===== config.mk =====
export PLATFORM = sky130hd
export DESIGN_NAME = gpio_port
export DESIGN_NICKNAME = d
export VERILOG_FILES = /design/src/logic/gpio_pkg.sv /design/src/logic/carrier_gen.sv /design/src/logic/gpio_port.sv
export SDC_FILE = /design/constraint.sdc
export NUM_CORES = 1
export LEC_CHECK = 0
export BUFFER_PORTS_ARGS = -buffer_cell sky130_fd_sc_hd__buf_2
export CORE_UTILIZATION = 45
export DETAILED_ROUTE_END_ITERATION = 6
export PLACE_DENSITY = 0.79
export SLEW_MARGIN = 10
export SYNTH_ARGS = -nofsm -noshare
export SYNTH_HDL_FRONTEND = slang
export SYNTH_SLANG_ARGS = --single-unit

===== constraint.sdc =====
create_clock -name clk -period 1.5 [get_ports clk]
set_input_delay 0.3 -clock clk [delete_from_list [all_inputs] [get_ports clk]]
set_output_delay 0.3 -clock clk [all_outputs]
set_load 0.01 [all_outputs]

===== src/logic/gpio_pkg.sv =====
package gpio_pkg;
   // ------------------------------------------------------------
   // register addresses
   // ------------------------------------------------------------
   localparam logic [7:0] ADDR_PORT0   = 8'h80;
   localparam logic [7:0] ADDR_PORT1   = 8'h90;
   localparam logic [7:0] ADDR_MOD_SEL = 8'h9f;
   localparam logic [7:0] ADDR_PORT2   = 8'ha0;
   localparam logic [7:0] ADDR_CFG     = 8'haf;
   localparam logic [7:0] ADDR_PU0     = 8'hb2;
   localparam logic [7:0] ADDR_PU1     = 8'hb3;
   localparam logic [7:0] ADDR_PU2     = 8'hb4;

   // ------------------------------------------------------------
   // field positions
   // ------------------------------------------------------------
   localparam int CFG_CARRIER_EN_BIT = 4;
   localparam int SEL_P16            = 7;
   localparam int SEL_P15            = 6;
   localparam int SEL_P14            = 5;
   localparam int SEL_P11            = 4;
   localparam int SEL_P02            = 3;
   localparam int SEL_P07            = 2;
   localparam int SEL_P05            = 1;
   localparam int SEL_P03            = 0;
   localparam int PU2_RST_PIN_BIT    = 5;
   localparam int P2_PINS            = 3;
   localparam int P2_WO_BIT          = 3;

   // ------------------------------------------------------------
   // reset values and fixed read bits
   // ------------------------------------------------------------
   localparam logic [7:0] PORT_LATCH_RST = 8'hff;
   localparam logic [3:0] P2_LATCH_RST   = 4'hf;
   localparam logic [3:0] P2_UNUSED_RD   = 4'hf;
   localparam logic [7:0] MOD_SEL_RST    = 8'h00;
   localparam logic [7:0] PU_RST         = 8'h00;
   localparam logic [7:0] PU2_RD_MASK    = 8'h27;

   // ------------------------------------------------------------
   // timing
   // ------------------------------------------------------------
   localparam int CLK_HZ           = 250_000_000;
   localparam int CARRIER_HZ       = 38_000;
   localparam int CARRIER_HALF_CYC = CLK_HZ / (2 * CARRIER_HZ);
endpackage


===== src/logic/carrier_gen.sv =====
`timescale 1ns/1ns
`default_nettype none
module carrier_gen
   import gpio_pkg::*;
#(
   parameter int HALF_CYC = CARRIER_HALF_CYC
) (
   input  wire logic clk,     // core clock
   input  wire logic resetn,  // sync reset, active low
   output var  logic wave_ff  // free-running square wave
);
   localparam int CW = $clog2(HALF_CYC + 1);
   localparam logic [CW-1:0] LAST = CW'(HALF_CYC - 1);

   logic [CW-1:0] cnt_ff;
   logic          tick_ff;

   // free-running so every modulated pin shares one phase
   always_ff @(posedge clk) begin
      if (!resetn) begin
         cnt_ff  <= '0;
         tick_ff <= 1'b0;
      end else if (cnt_ff == LAST) begin
         cnt_ff  <= '0;
         tick_ff <= 1'b1;
      end else begin
         cnt_ff  <= cnt_ff + CW'(1);
         tick_ff <= 1'b0;
      end
   end

   always_ff @(posedge clk) begin
      if (!resetn) begin
         wave_ff <= 1'b0;
      end else if (tick_ff) begin
         wave_ff <= ~wave_ff;
      end
   end
endmodule
`default_nettype wire


===== src/logic/gpio_port.sv =====
// Summary of operation
// - latched one with pull-up: pin is input
// - pull-up pin drives latched zero low
// - pull-up disabled: open drain, never drives high
// - open-drain input needs latch one, released
// - modulated pin drives latch xor carrier
// - config bit 4 gates all modulation
// - select bits map to eight fixed pins
// - port 0 pull-up disable bits, reset zero
// - port 1 pull-up disable bits, reset zero
// - port 2 pull-up bits 2:0, reset-pin bit 5
// - port 0 latch read/write, resets to ones
// - port 1 latch read/write, resets to ones
// - read returns latch or pin per strobe
//
// Our own choice: the plain strobed port.
`timescale 1ns/1ns
`default_nettype none
module gpio_port
   import gpio_pkg::*;
(
   input  wire logic       clk,             // core clock, 250 MHz
   input  wire logic       resetn,          // sync reset, active low
   input  wire logic [7:0] addr,            // register address
   input  wire logic [7:0] wdata,           // write data
   input  wire logic       wr,              // write strobe
   input  wire logic       rd,              // read strobe
   input  wire logic       pin_read,        // with rd: return pin levels
   output var  logic [7:0] rdata_ff,        // read data, cycle after rd
   input  wire logic [7:0] p0_in,           // port 0 pin levels
   output var  logic [7:0] p0_out_ff,       // port 0 drive value
   output var  logic [7:0] p0_oe_n_ff,      // port 0 drive enable, low drives
   output var  logic [7:0] p0_pullup_en_ff, // port 0 weak pull-up on
   input  wire logic [7:0] p1_in,           // port 1 pin levels
   output var  logic [7:0] p1_out_ff,       // port 1 drive value
   output var  logic [7:0] p1_oe_n_ff,      // port 1 drive enable, low drives
   output var  logic [7:0] p1_pullup_en_ff, // port 1 weak pull-up on
   input  wire logic [2:0] p2_in,           // port 2 pin levels
   output var  logic [2:0] p2_out_ff,       // port 2 drive value
   output var  logic [2:0] p2_oe_n_ff,      // port 2 drive enable, low drives
   output var  logic [2:0] p2_pullup_en_ff, // port 2 weak pull-up on
   output var  logic       p2_3_out_ff,     // write-only port 2 bit 3 pin
   output var  logic       rst_pullup_en_ff // reset pin weak pull-up on
);
   // ------------------------------------------------------------
   // registers
   // ------------------------------------------------------------
   logic [7:0] port0_latch_ff;
   logic [7:0] port1_latch_ff;
   logic [3:0] port2_latch_ff;
   logic [7:0] modulation_pin_select_ff;
   logic       carrier_global_enable_ff;
   logic [7:0] port0_pullup_disable_ff;
   logic [7:0] port1_pullup_disable_ff;
   logic [7:0] port2_pullup_disable_ff;
   logic       wave;
   logic [7:0] mod0;
   logic [7:0] mod1;
   logic [7:0] lvl0;
   logic [7:0] lvl1;
   logic [7:0] nxt_rdata;

   wire wr_p0  = wr && addr == ADDR_PORT0;
   wire wr_p1  = wr && addr == ADDR_PORT1;
   wire wr_p2  = wr && addr == ADDR_PORT2;
   wire wr_sel = wr && addr == ADDR_MOD_SEL;
   wire wr_cfg = wr && addr == ADDR_CFG;
   wire wr_pu0 = wr && addr == ADDR_PU0;
   wire wr_pu1 = wr && addr == ADDR_PU1;
   wire wr_pu2 = wr && addr == ADDR_PU2;

   always_ff @(posedge clk) begin
      if (!resetn) begin
         port0_latch_ff <= PORT_LATCH_RST;
      end else if (wr_p0) begin
         port0_latch_ff <= wdata;
      end
   end

   always_ff @(posedge clk) begin
      if (!resetn) begin
         port1_latch_ff <= PORT_LATCH_RST;
      end else if (wr_p1) begin
         port1_latch_ff <= wdata;
      end
   end

   // upper four bits unused, they read back as ones
   always_ff @(posedge clk) begin
      if (!resetn) begin
         port2_latch_ff <= P2_LATCH_RST;
      end else if (wr_p2) begin
         port2_latch_ff <= wdata[3:0];
      end
   end

   always_ff @(posedge clk) begin
      if (!resetn) begin
         modulation_pin_select_ff <= MOD_SEL_RST;
      end else if (wr_sel) begin
         modulation_pin_select_ff <= wdata;
      end
   end

   // only the carrier enable lives here; other bits belong elsewhere
   always_ff @(posedge clk) begin
      if (!resetn) begin
         carrier_global_enable_ff <= 1'b0;
      end else if (wr_cfg) begin
         carrier_global_enable_ff <= wdata[CFG_CARRIER_EN_BIT];
      end
   end

   always_ff @(posedge clk) begin
      if (!resetn) begin
         port0_pullup_disable_ff <= PU_RST;
         port1_pullup_disable_ff <= PU_RST;
         port2_pullup_disable_ff <= PU_RST;
      end else begin
         if (wr_pu0) begin
            port0_pullup_disable_ff <= wdata;
         end
         if (wr_pu1) begin
            port1_pullup_disable_ff <= wdata;
         end
         if (wr_pu2) begin
            port2_pullup_disable_ff <= wdata & PU2_RD_MASK;
         end
      end
   end

   // ------------------------------------------------------------
   // carrier and pin drive
   // ------------------------------------------------------------
   carrier_gen #(
      .HALF_CYC (CARRIER_HALF_CYC)
   ) u_carrier (
      .clk     (clk),
      .resetn  (resetn),
      .wave_ff (wave)
   );

   always_comb begin
      mod0          = 8'h00;
      mod1          = 8'h00;
      mod0[7]       = modulation_pin_select_ff[SEL_P07];
      mod0[5]       = modulation_pin_select_ff[SEL_P05];
      mod0[3]       = modulation_pin_select_ff[SEL_P03];
      mod0[2]       = modulation_pin_select_ff[SEL_P02];
      mod1[6]       = modulation_pin_select_ff[SEL_P16];
      mod1[5]       = modulation_pin_select_ff[SEL_P15];
      mod1[4]       = modulation_pin_select_ff[SEL_P14];
      mod1[1]       = modulation_pin_select_ff[SEL_P11];
   end

   assign lvl0 = port0_latch_ff ^ (mod0 & {8{carrier_global_enable_ff & wave}});
   assign lvl1 = port1_latch_ff ^ (mod1 & {8{carrier_global_enable_ff & wave}});

   // a high level is never driven: released to pull-up or to float
   always_ff @(posedge clk) begin
      if (!resetn) begin
         p0_out_ff  <= 8'hff;
         p0_oe_n_ff <= 8'hff;
         p1_out_ff  <= 8'hff;
         p1_oe_n_ff <= 8'hff;
         p2_out_ff  <= 3'h7;
         p2_oe_n_ff <= 3'h7;
      end else begin
         p0_out_ff  <= lvl0;
         p0_oe_n_ff <= lvl0;
         p1_out_ff  <= lvl1;
         p1_oe_n_ff <= lvl1;
         p2_out_ff  <= port2_latch_ff[P2_PINS-1:0];
         p2_oe_n_ff <= port2_latch_ff[P2_PINS-1:0];
      end
   end

   always_ff @(posedge clk) begin
      if (!resetn) begin
         p0_pullup_en_ff  <= 8'hff;
         p1_pullup_en_ff  <= 8'hff;
         p2_pullup_en_ff  <= 3'h7;
         rst_pullup_en_ff <= 1'b1;
         p2_3_out_ff      <= 1'b1;
      end else begin
         p0_pullup_en_ff  <= ~port0_pullup_disable_ff;
         p1_pullup_en_ff  <= ~port1_pullup_disable_ff;
         p2_pullup_en_ff  <= ~port2_pullup_disable_ff[P2_PINS-1:0];
         rst_pullup_en_ff <= ~port2_pullup_disable_ff[PU2_RST_PIN_BIT];
         p2_3_out_ff      <= port2_latch_ff[P2_WO_BIT];
      end
   end

   // ------------------------------------------------------------
   // read side
   // ------------------------------------------------------------
   always_comb begin
      nxt_rdata = 8'h00;
      case (addr)
         ADDR_PORT0:   nxt_rdata = pin_read ? p0_in : port0_latch_ff;
         ADDR_PORT1:   nxt_rdata = pin_read ? p1_in : port1_latch_ff;
         ADDR_PORT2: begin
            nxt_rdata = {P2_UNUSED_RD, port2_latch_ff};
            if (pin_read) begin
               nxt_rdata[P2_PINS-1:0] = p2_in;
            end
         end
         ADDR_MOD_SEL: nxt_rdata = modulation_pin_select_ff;
         ADDR_CFG:     nxt_rdata[CFG_CARRIER_EN_BIT] = carrier_global_enable_ff;
         ADDR_PU0:     nxt_rdata = port0_pullup_disable_ff;
         ADDR_PU1:     nxt_rdata = port1_pullup_disable_ff;
         ADDR_PU2:     nxt_rdata = port2_pullup_disable_ff;
         default:      nxt_rdata = 8'h00;
      endcase
   end

   // data stands only in the cycle after the strobe
   always_ff @(posedge clk) begin
      if (!resetn) begin
         rdata_ff <= 8'h00;
      end else if (rd) begin
         rdata_ff <= nxt_rdata;
      end else begin
         rdata_ff <= 8'h00;
      end
   end
endmodule
`default_nettype wire


==> results.json, run 1 <==
{
  "sw_frac_of_total_pct": 24.66,
  "r2r-end": "rdata_ff[1]",
  "period_share_pct": 96.32,
  "port_buffers": 106,
  "yosysTopAreaCell": "dfxtp_1",
  "hpwlAfterDp_um": 8307,
  "dr.pass1.iters": 5,
  "diodes": 0,
  "antenna_found_initial": 0,
  "drive_gt1_share_pct": 32.26,
  "rsz0062_at_grt": "false",
  "grtUsageMet1_pct": 29.72,
  "clk_pin_slew_ns": 0.11,
  "setup_viol": 0,
  "slowest_delay_ns": 0.33,
  "clock-sinks": 111,
  "synth_area_sq_um": 4532,
  "pwr-share-clk_pct": 34.2,
  "synth_area_per_cell_sq_um": 9.481,
  "grt_max_degree": 66,
  "placed_cell_area_sq_um": 5311,
  "leakagePower_nw": 2.342,
  "cp_num_cells": 8,
  "power_frac_comb_pct": 6.7,
  "routabilityCongestion": 0.8826,
  "vias": 3872,
  "rrSetupSlack_ns": 0.09,
  "start_kind": "input port",
  "ant_nets": 0,
  "synth.ff_latch_count": 111,
  "ir_worst_vdd_mv": 0.4577,
  "dieArea_sq_um": 10480,
  "drt-total-wl_um": 10980,
  "fin_crit_ns": 1.445,
  "path_max_fanout": 7,
  "max_cap_viol_count": 0,
  "grt_pass1_wl_um": 17380,
  "hold_ws_ns": 0.2344,
  "synthCells": 478,
  "synth_seq_area_share_pct": 49.03,
  "htree_levels": 3,
  "track_usage_pct": 21.90,
  "initial_core_util_pct": 46.36,
  "root_buffer": "clkbuf_8",
  "tightestPinTransition_ns": 0.3287,
  "timing.rr.start": "port2_latch_ff[1]",
  "fin_cells": 725,
  "io_pins": 107,
  "syn_to_final_growth_pct": 21.45,
  "crit_required_ns": 1.79,
  "crit_slowest_cell": "nor4bb_1",
  "synth_top_area_share_pct": 49.03,
  "finClkSkew_ns": 0.009766,
  "final_nets": 629,
  "groute.layer.met2.usage_pct": 34.64,
  "status": "complete, no violations",
  "die_y_um": 102.4,
  "final_area_sq_um": 5504,
  "cp_top_family": "buffers and inverters",
  "p_int_mw": 3.776,
  "grt.met3_usage_pct": 4.446,
  "holdPathEnd": "rdata_ff[7]",
  "core_sq_um": 9774,
  "hold_buffers": 0,
  "synth_area_leaders": "dfxtp_1, mux2i_1, nand2_1, mux2_2, buf_4",
  "p_sw_mw": 1.236,
  "hp-class": "in -> reg",
  "placementRows": 36,
  "die_w_um": 102.4,
  "max_freq_ghz": 0.6921,
  "n_fill_cell": 885,
  "post_drt_wl_per_cell_um": 15.14,
  "place_inst": 709,
  "yosys_warnings": 0,
  "min_from": "rd",
  "seqPwrFrac_pct": 59.1,
  "clockBufferDepth": 2,
  "cp-end-kind": "register",
  "viasPerCell": 5.341,
  "drc_errors": 0,
  "cp_common_cell": "buf_4",
  "synth_edf_count": 0,
  "grt_pass1_vias": 3549,
  "insertion_delay_ns": 0.38,
  "synth_cell_type_count": 47,
  "first_iter_violations": 238,
  "ys_async_sr_fraction_pct": 0,
  "cp.arrival_ns": 1.74,
  "overflow": 0,
  "cp_num_buf_inv": 4,
  "slew_headroom_pct": 77.79,
  "synth_flop_cell": "dfxtp_1",
  "cts_tree": "yes",
  "critPathKind": "in -> reg",
  "hold_violations": 0,
  "syn_nets": 520,
  "rr_worst_depth": 3,
  "top_usage_layer": "met2",
  "min_path_cells": 3,
  "powerDensity_nw_per_um2": 910.6,
  "slew_violations": 0,
  "crit_chain": "buf_2 > buf_4 > nor4bb_1 > buf_4 > buf_4 > and2_1 > a22oi_1 > a21oi_1",
  "cts_buffers": 9
}
## worst max path at each step
stage / start / to / slack [ns]
floorplan: addr[1] / port2_latch_ff[3] / -0.06
detailed placement: addr[6] / rdata_ff[1] / -0.29
CTS: u_carrier.cnt_ff[7] / u_carrier.cnt_ff[4] / 0.03
finish: addr[6] / rdata_ff[1] / 0.06
global route: u_carrier.cnt_ff[7] / u_carrier.cnt_ff[7] / 0.03
global placement: addr[6] / rdata_ff[1] / -0.22
## final cells by class
class                   instances  area (sq um)  share of cell area [%]
well taps                     133         166.4                   3.023
clock inverters                 6         52.55                  0.9548
inverters                       6         22.52                  0.4092
flip-flops and latches        111          2222                   40.37
multi-input cells             313          2034                   36.96
clock buffers                  10         137.6                   2.501
repair buffers                146         868.3                   15.78
## cell usage after synthesis, types with 2 or more instances
cell type	number
o21ai_0	11
mux2_2	16
nand2_1	72
dfxtp_1	111
nor3_1	5
xor2_1	2
nor2_1	33
buf_4	19
and3_1	12
and2_1	3
ha_1	2
nand3_1	27
nand4_1	3
nand2b_1	12
a32oi_1	3
a222oi_1	3
nand4b_1	2
nor4bb_1	3
xnor2_1	9
o2bb2ai_1	5
buf_2	10
clkbuf_1	18
inv_1	6
a22oi_1	6
and4b_1	2
a21oi_1	26
mux2i_1	34
mux4_2	3
a31oi_1	2
## flip-flops by register name (all words and copies together), names as in the netlist, 8 cells and up
signal / count
modulation_pin_select_ff: 8
p0_oe_n_ff: 8
p0_pullup_en_ff: 8
p1_oe_n_ff: 8
p1_pullup_en_ff: 8
port0_latch_ff: 8
port0_pullup_disable_ff: 8
port1_latch_ff: 8
port1_pullup_disable_ff: 8
rdata_ff: 8
u_carrier.cnt_ff: 12
## tightest hold or removal path: cells and delay by family
kind,cells,cell delay [ns]
buffers and inverters,1,0.12
and+or+nand+nor,1,0.10
AOI/OAI and AO/OA,1,0.04
## placed cells by master (no fill, tap or decap), types with 3 or more instances in the layout
| master | n |
|---|---|
| and3_1 | 11 |
| nand2b_1 | 12 |
| nand3_1 | 27 |
| and2_1 | 3 |
| a21oi_1 | 26 |
| buf_2 | 106 |
| nand2_1 | 71 |
| o21ai_0 | 11 |
| o2bb2ai_1 | 5 |
| nand4_1 | 3 |
| a32oi_1 | 3 |
| mux2i_1 | 34 |
| clkbuf_8 | 10 |
| buf_12 | 3 |
| buf_4 | 37 |
| mux2_2 | 16 |
| nor2_1 | 33 |
| nor4bb_1 | 3 |
| a222oi_1 | 3 |
| nor3_1 | 5 |
| dfxtp_1 | 111 |
| inv_1 | 6 |
| xnor2_1 | 9 |
| a22oi_1 | 6 |
| mux4_2 | 3 |
## power by group through the flow
stage          clock network, mW  registers [mW]  logic (mW)
6_report                    1.71            2.96       0.334
5_1_grt                     1.88            2.97       0.360
4_1_cts                     1.74            2.96       0.330
3_5_place_dp                   0            3.03       0.329
3_3_place_gp                   0            3.03       0.325
2_1_floorplan                  0            3.03       0.153
## repair_timing
| action | in CTS | in global routing |
|---|---|---|
| endpoints found under the setup margin | 0 | 11 |
| buffers inserted | 0 | 0 |
| resized for setup | 0 | 1 |
## stage by stage
stage / setup WS (ns) / util [%] / TNS (ns) / total power, mW
2_1_floorplan: -0.05717 / - / -0.2280 / 3.184
3_3_place_gp: -0.2240 / 54.34 / -5.290 / 3.356
3_5_place_dp: -0.2852 / 54.34 / -7.662 / 3.361
4_1_cts: 0.03092 / 56.29 / 0 / 5.030
5_1_grt: 0.02665 / 56.31 / 0 / 5.205
6_report: 0.05514 / 56.31 / 0 / 5.012
## routing by layer
metal  wire (um)  part of all wire [%]
met2        5129                    47
met3         925                   8.4
met1        4710                    43
met5           0                     0
met4         213                   1.9
## cell families after synthesis
logic type / synth area share, %
AO/OA/AOI/OAI: 8.586
XOR/XNOR: 2.126
adder cells (fa/ha/maj): 0.7730
buffers and inverters: 6.322
flip-flops: 49.03
multiplexers: 12.98
AND/OR/NAND/NOR: 20.18
Note: power is estimated with default switching activity, not from simulation.
==> run 2, diff against run 1 <==
--- a/config.mk
+++ b/config.mk
@@ -5,6 +5,7 @@
 export SDC_FILE = /design/constraint.sdc
 export NUM_CORES = 1
 export LEC_CHECK = 0
+export ABC_AREA = 1
 export BUFFER_PORTS_ARGS = -buffer_cell sky130_fd_sc_hd__buf_2
 export CORE_UTILIZATION = 45
 export DETAILED_ROUTE_END_ITERATION = 6
==> run 2 against run 1 <==
Against the previous run:
- global-route usage shrank 0.51 points
- first-iteration DRC count grew 38%
- worst hold slack gained 0.037 ns
- non-clock buffer count shrank 29
- synthesized area grew 2.7%
- fmax grew 6.2%
- wire length grew 3.3%
- sequential share of layout area grew 0.84 points
- clock skew grew 0.0032 ns
- clock power shrank 3%
- critical endpoint is now u_carrier.cnt_ff[8]
- highest routed layer unchanged
==> results.json, run 2 <==
{
  "hold_buffers": 0,
  "synth_area_per_cell_sq_um": 7.796,
  "clk_pin_slew_ns": 0.10,
  "max_freq_ghz": 0.7347,
  "p_sw_mw": 1.263,
  "rr_worst_depth": 6,
  "synth_edf_count": 0,
  "root_buffer": "clkbuf_8",
  "clock-sinks": 111,
  "slew_violations": 0,
  "power_frac_comb_pct": 6.5,
  "first_iter_violations": 329,
  "placementRows": 36,
  "holdPathEnd": "port0_latch_ff[4]",
  "layout_commonest_cell": "dfxtp_1",
  "ff_latch_area_sq_um": 2222,
  "status": "complete, no violations",
  "powerDensity_nw_per_um2": 918.5,
  "dr.pass1.iters": 5,
  "min_path_cells": 3,
  "multiInputGateArea_sq_um": 1902,
  "cts_tree": "yes",
  "fin_setup_tns_ns": 0,
  "sw_frac_of_total_pct": 25.50,
  "die_w_um": 103.7,
  "syn_to_final_growth_pct": 15.83,
  "tightestPinTransition_ns": 0.3642,
  "syn_nets": 639,
  "die_y_um": 103.7,
  "drc_errors": 0,
  "grt_pass1_wl_um": 18290,
  "synth_cell_type_count": 28,
  "yosysTopAreaCell": "dfxtp_1",
  "antenna_found_initial": 0,
  "finClkSkew_ns": 0.01301,
  "critPathKind": "reg -> reg",
  "timing.rr.start": "u_carrier.cnt_ff[0]",
  "ant_nets": 0,
  "setup_viol": 0,
  "dieArea_sq_um": 10750,
  "insertion_delay_ns": 0.38,
  "path_max_fanout": 5,
  "largest-register": "u_carrier.cnt_ff",
  "grt_max_degree": 53,
  "rrSetupSlack_ns": 0.14,
  "overflow": 0,
  "core_sq_um": 9910,
  "post-route-util_pct": 54.41,
  "cp.arrival_ns": 1.63,
  "post_drt_wl_per_cell_um": 13.85,
  "grt_pass1_vias": 3774,
  "synth.ff_latch_count": 111,
  "synthCells": 597,
  "io_pins": 107,
  "synth_seq_area_share_pct": 47.74,
  "period_share_pct": 90.74,
  "seqPwrFrac_pct": 59.9,
  "final_cell_mix": "dfxtp_1, nand2_1, buf_2",
  "synth_top_area_share_pct": 47.74,
  "hold_ws_ns": 0.2710,
  "slew_headroom_pct": 75.59,
  "ys_async_sr_fraction_pct": 0,
  "start_kind": "register",
  "clockBufferDepth": 2,
  "synthTopCellsByCount": "dfxtp_1, nand2_1, nand3_1",
  "routabilityCongestion": 0.8771,
  "vias": 4116,
  "hold_violations": 0,
  "synth_area_sq_um": 4654,
  "yosysMostFrequentCell": "dfxtp_1",
  "p_int_mw": 3.689,
  "yosys_warnings": 0,
  "rsz0062_at_grt": "false",
  "final_nets": 723,
  "leakagePower_nw": 2.243,
  "pwr-share-clk_pct": 33.6,
  "fin_crit_ns": 1.361,
  "port_buffers": 106,
  "largest_reg_flops": 12,
  "cp-end-kind": "register",
  "track_usage_pct": 21.39,
  "min_from": "wdata[4]",
  "diodes": 0,
  "ir_worst_vdd_mv": 0.4309,
  "hp-class": "in -> reg",
  "place_ws_ns": -0.03019,
  "synth_area_leaders": "dfxtp_1, nand2_1, nand3_1, o21ai_0, inv_1",
  "drt-total-wl_um": 11340,
  "viasPerCell": 5.026,
  "r2r-end": "u_carrier.cnt_ff[8]",
  "drive_gt1_share_pct": 23.32,
  "htree_levels": 3,
  "max_cap_viol_count": 0,
  "n_fill_cell": 919,
  "fin_ws_ns": 0.1389,
  "crit_required_ns": 1.77,
  "initial_core_util_pct": 46.97,
  "cts_buffers": 9,
  "hpwlAfterDp_um": 8467,
  "synth_flop_cell": "dfxtp_1"
}
[run 2: changes by cell type in the layout (fill, tap and decap cells not counted), moves of 30 or more]
cell / delta
buf_4: -30
inv_1: +59
mux2i_1: -34
nand2_1: +36
nand3_1: +47
o21ai_0: +41
[run 2: worst max-delay path by stage]
stage               slack [ns]  cells past startpoint           startpoint                          end
CTS                       0.12                      7  u_carrier.cnt_ff[0]         u_carrier.cnt_ff[10]
detailed placement       -0.03                      7              addr[6]  modulation_pin_select_ff[2]
global placement          0.02                      7              addr[6]  modulation_pin_select_ff[5]
global route              0.02                      6  u_carrier.cnt_ff[0]          u_carrier.cnt_ff[8]
finish                    0.14                      6  u_carrier.cnt_ff[0]          u_carrier.cnt_ff[8]
floorplan                 0.26                      7              addr[6]  modulation_pin_select_ff[5]
[run 2: kinds of logic after synthesis]
family,count (synthesis),share of synthesized area [%]
AOI/OAI and AO/OA,115,13.49
DFF,111,47.74
adders and majority gates,2,0.5375
buffers and inverters,113,11.45
xor gates and xnor gates,5,0.9408
and+or+nand+nor,251,25.83
[run 2: layout make-up]
| cell class | count | area share, % |
|---|---|---|
| inverter | 69 | 4.804 |
| tap | 133 | 3.087 |
| clock buffer | 9 | 2.298 |
| multi-input combinational | 373 | 35.27 |
| clock inverter | 7 | 1.021 |
| timing repair buffer | 117 | 12.30 |
| sequential | 111 | 41.22 |
[run 2: metrics by stage]
step | instances | total power [mW] | cell area (sq um)
floorplan | 597 | 3.202 | 4654
global placement | 803 | 3.346 | 5210
detailed placement | 803 | 3.352 | 5210
CTS | 819 | 4.983 | 5389
global route | 819 | 5.157 | 5391
finish | 819 | 4.952 | 5391
[run 2: power groups by stage]
stage | sequential [mW] | clock [mW] | combinational, mW
CTS | 2.97 | 1.70 | 0.319
detailed placement | 3.03 | 0 | 0.318
global route | 2.97 | 1.84 | 0.351
floorplan | 3.03 | 0 | 0.169
finish | 2.97 | 1.66 | 0.321
global placement | 3.03 | 0 | 0.313
[run 2: layer usage]
layer	GRT usage (%)	vias to the layer above	share of wire, %
met5	0	-	0
met4	9.592	0	2.8
met3	4.909	25	6.5
met2	36.05	156	48
met1	26.01	1842	42
li1	-	2093	-
[run 2: critical path, cell delays in order (launching register included)]
cell and delay [ns]:
dfxtp_1 0.39, ha_1 0.19, nand2_1 0.08, nor3_2 0.34, nand3_1 0.12, nand2_1 0.08, a21oi_1 0.05
[run 2: what timing repair did]
action,CTS,global route
endpoints found under the setup margin,0,11
endpoints found under the hold margin,0,0
buffers inserted,0,0
resized for setup,0,1
==> run 3, diff against run 2 <==
--- a/config.mk
+++ b/config.mk
@@ -8,6 +8,7 @@
 export ABC_AREA = 1
 export BUFFER_PORTS_ARGS = -buffer_cell sky130_fd_sc_hd__buf_2
 export CORE_UTILIZATION = 45
+export CTS_BUF_LIST = sky130_fd_sc_hd__clkbuf_8
 export DETAILED_ROUTE_END_ITERATION = 6
 export PLACE_DENSITY = 0.79
 export SLEW_MARGIN = 10
==> constraint.sdc (replaced) <==
create_clock -name clk -period 1.5 [get_ports clk]
set_input_delay 0.15 -clock clk [delete_from_list [all_inputs] [get_ports clk]]
set_output_delay 0.15 -clock clk [all_outputs]
set_load 0.01 [all_outputs]
==> run 3 against run 2 <==
Against the previous run:
- sequential cell count unchanged
- wire length up 0.74%
- combinational power down 2%
- setup slack better by 0.087 ns
- core utilization down 0.14 points
- die area unchanged
- register-to-register slack better by 0.09 ns
- sequential share of layout area up 0.11 points
- clock skew up 0.0048 ns
- first-iteration DRC count down 12%
- critical path depth down 1
- largest cell class unchanged
==> results.json, run 3 (same netlist as run 2, synthesis figures left out) <==
{
  "status": "complete, no violations",
  "cp_num_buf_inv": 0,
  "min_path_cells": 3,
  "fin_setup_tns_ns": 0,
  "layout_commonest_cell": "dfxtp_1",
  "insertion_delay_ns": 0.38,
  "drc_errors": 0,
  "die_y_um": 103.7,
  "postCtsSetupBuffers": 0,
  "largest-register": "u_carrier.cnt_ff",
  "htree_levels": 3,
  "antenna_found_initial": 0,
  "final_nets": 719,
  "place_inst": 799,
  "fin_cells": 815,
  "routabilityCongestion": 0.8979,
  "power_frac_comb_pct": 6.2,
  "viasPerCell": 5.161,
  "slew_headroom_pct": 76.89,
  "dr.pass1.iters": 5,
  "cts_buffers": 9,
  "drive_gt1_share_pct": 22.87,
  "drt-total-wl_um": 11420,
  "slowest_delay_ns": 0.39,
  "tightestPinTransition_ns": 0.3459,
  "p_int_mw": 3.848,
  "clockBufferDepth": 2,
  "dieArea_sq_um": 10750,
  "critPathKind": "reg -> reg",
  "ff_latch_area_sq_um": 2222,
  "rr_worst_depth": 5,
  "pwr-share-clk_pct": 35.8,
  "largest_reg_flops": 12,
  "cp.arrival_ns": 1.54,
  "cts_resized": 0,
  "syn_to_final_growth_pct": 15.54,
  "initial_core_util_pct": 46.97,
  "p_sw_mw": 1.264,
  "cp-end-kind": "register",
  "hpwlAfterDp_um": 8377,
  "overflow": 0,
  "io_pins": 107,
  "core_sq_um": 9910,
  "path_max_fanout": 5,
  "grt_pass1_vias": 3907,
  "hp-class": "in -> reg",
  "port_buffers": 106,
  "placementRows": 36,
  "period_share_pct": 84.95,
  "final_cell_mix": "dfxtp_1, nand2_1, buf_2",
  "post_drt_wl_per_cell_um": 14.02,
  "rrSetupSlack_ns": 0.23,
  "finClkSkew_ns": 0.01777,
  "leakagePower_nw": 2.247,
  "powerDensity_nw_per_um2": 950.6,
  "cp_num_cells": 5,
  "hold_buffers": 0,
  "first_iter_violations": 289,
  "grt_max_degree": 53,
  "crit_slowest_cell": "dfxtp_1",
  "max_cap_viol_count": 0,
  "ant_nets": 0,
  "vias": 4206,
  "seqPwrFrac_pct": 58.0,
  "die_w_um": 103.7,
  "cts_tree": "yes",
  "sw_frac_of_total_pct": 24.73,
  "diodes": 0,
  "ir_worst_vdd_mv": 0.5570,
  "start_kind": "register",
  "hold_violations": 0,
  "crit_chain": "ha_1 > nand2_1 > nor3_4 > xor2_1 > nor2_1",
  "slew_violations": 0,
  "max_freq_ghz": 0.7847,
  "crit_required_ns": 1.77,
  "cp_top_family": "simple AND/OR/NAND/NOR gates",
  "track_usage_pct": 21.59,
  "setup_viol": 0,
  "n_fill_cell": 937,
  "clock-sinks": 111,
  "grt_pass1_wl_um": 18590,
  "multiInputGateArea_sq_um": 1908,
  "fin_crit_ns": 1.274,
  "rsz0062_at_grt": "false",
  "root_buffer": "clkbuf_8",
  "clk_pin_slew_ns": 0.11
}
-- run 3: cell count changes in the layout (fill, tap and decap cells not counted), sizes merged --
cell / previous run / this run
clkinv: 1 / 2
inv: 73 / 72
buf: 117 / 113
clkinvlp: 2 / 1
bufinv: 0 / 1
-- run 3: layer usage --
| metal | vias up | track usage [%] | share of wire (%) |
|---|---|---|---|
| li1 | 2075 | - | - |
| met1 | 1938 | 26.51 | 43 |
| met2 | 163 | 36.67 | 48 |
| met3 | 30 | 3.839 | 6.1 |
| met4 | 0 | 10.20 | 3.1 |
| met5 | - | 0 | 0 |
-- run 3: per-stage QoR --
| step | hold WS (ns) | total power [mW] | utilization (%) | area [sq um] | setup WS (ns) |
|---|---|---|---|---|---|
| final | 0.1147 | 5.112 | 54.27 | 5378 | 0.2257 |
| after global routing | 0.1246 | 5.301 | 54.27 | 5378 | 0.05434 |
| after global placement | 0.3689 | 3.336 | 52.15 | 5167 | 0.1082 |
| after detailed placement | 0.3648 | 3.342 | 52.15 | 5167 | 0.04529 |
| after floorplan | 0.2804 | 3.202 | - | 4654 | 0.3234 |
| after CTS | 0.1022 | 5.135 | 54.18 | 5369 | 0.1210 |
-- run 3: worst paths after layout --
check,from,end
min reg2reg,port2_pullup_disable_ff[2],p2_pullup_en_ff[2]
max,u_carrier.cnt_ff[0],u_carrier.cnt_ff[6]
max reg2reg,u_carrier.cnt_ff[0],u_carrier.cnt_ff[6]
min,wdata[6],port1_latch_ff[6]
-- run 3: area by class of cell --
type	count	area share [%]
clock buffers	9	2.303
clock inverters	7	1.443
inverters	69	4.816
multi-input cells	373	35.48
flip-flops and latches	111	41.32
well taps	133	3.094
repair buffers	113	11.54
-- run 3: power by group through the flow --
stage	registers (mW)	clock network, mW	logic, mW
2_1_floorplan	3.03	0	0.169
3_3_place_gp	3.03	0	0.304
3_5_place_dp	3.03	0	0.309
4_1_cts	2.97	1.86	0.310
5_1_grt	2.97	1.99	0.344
6_report	2.97	1.83	0.315
-- run 3: worst min-delay path, cell delays in order --
cell	delay [ns]
buf_2	0.16
nand2_1	0.07
o211ai_1	0.08
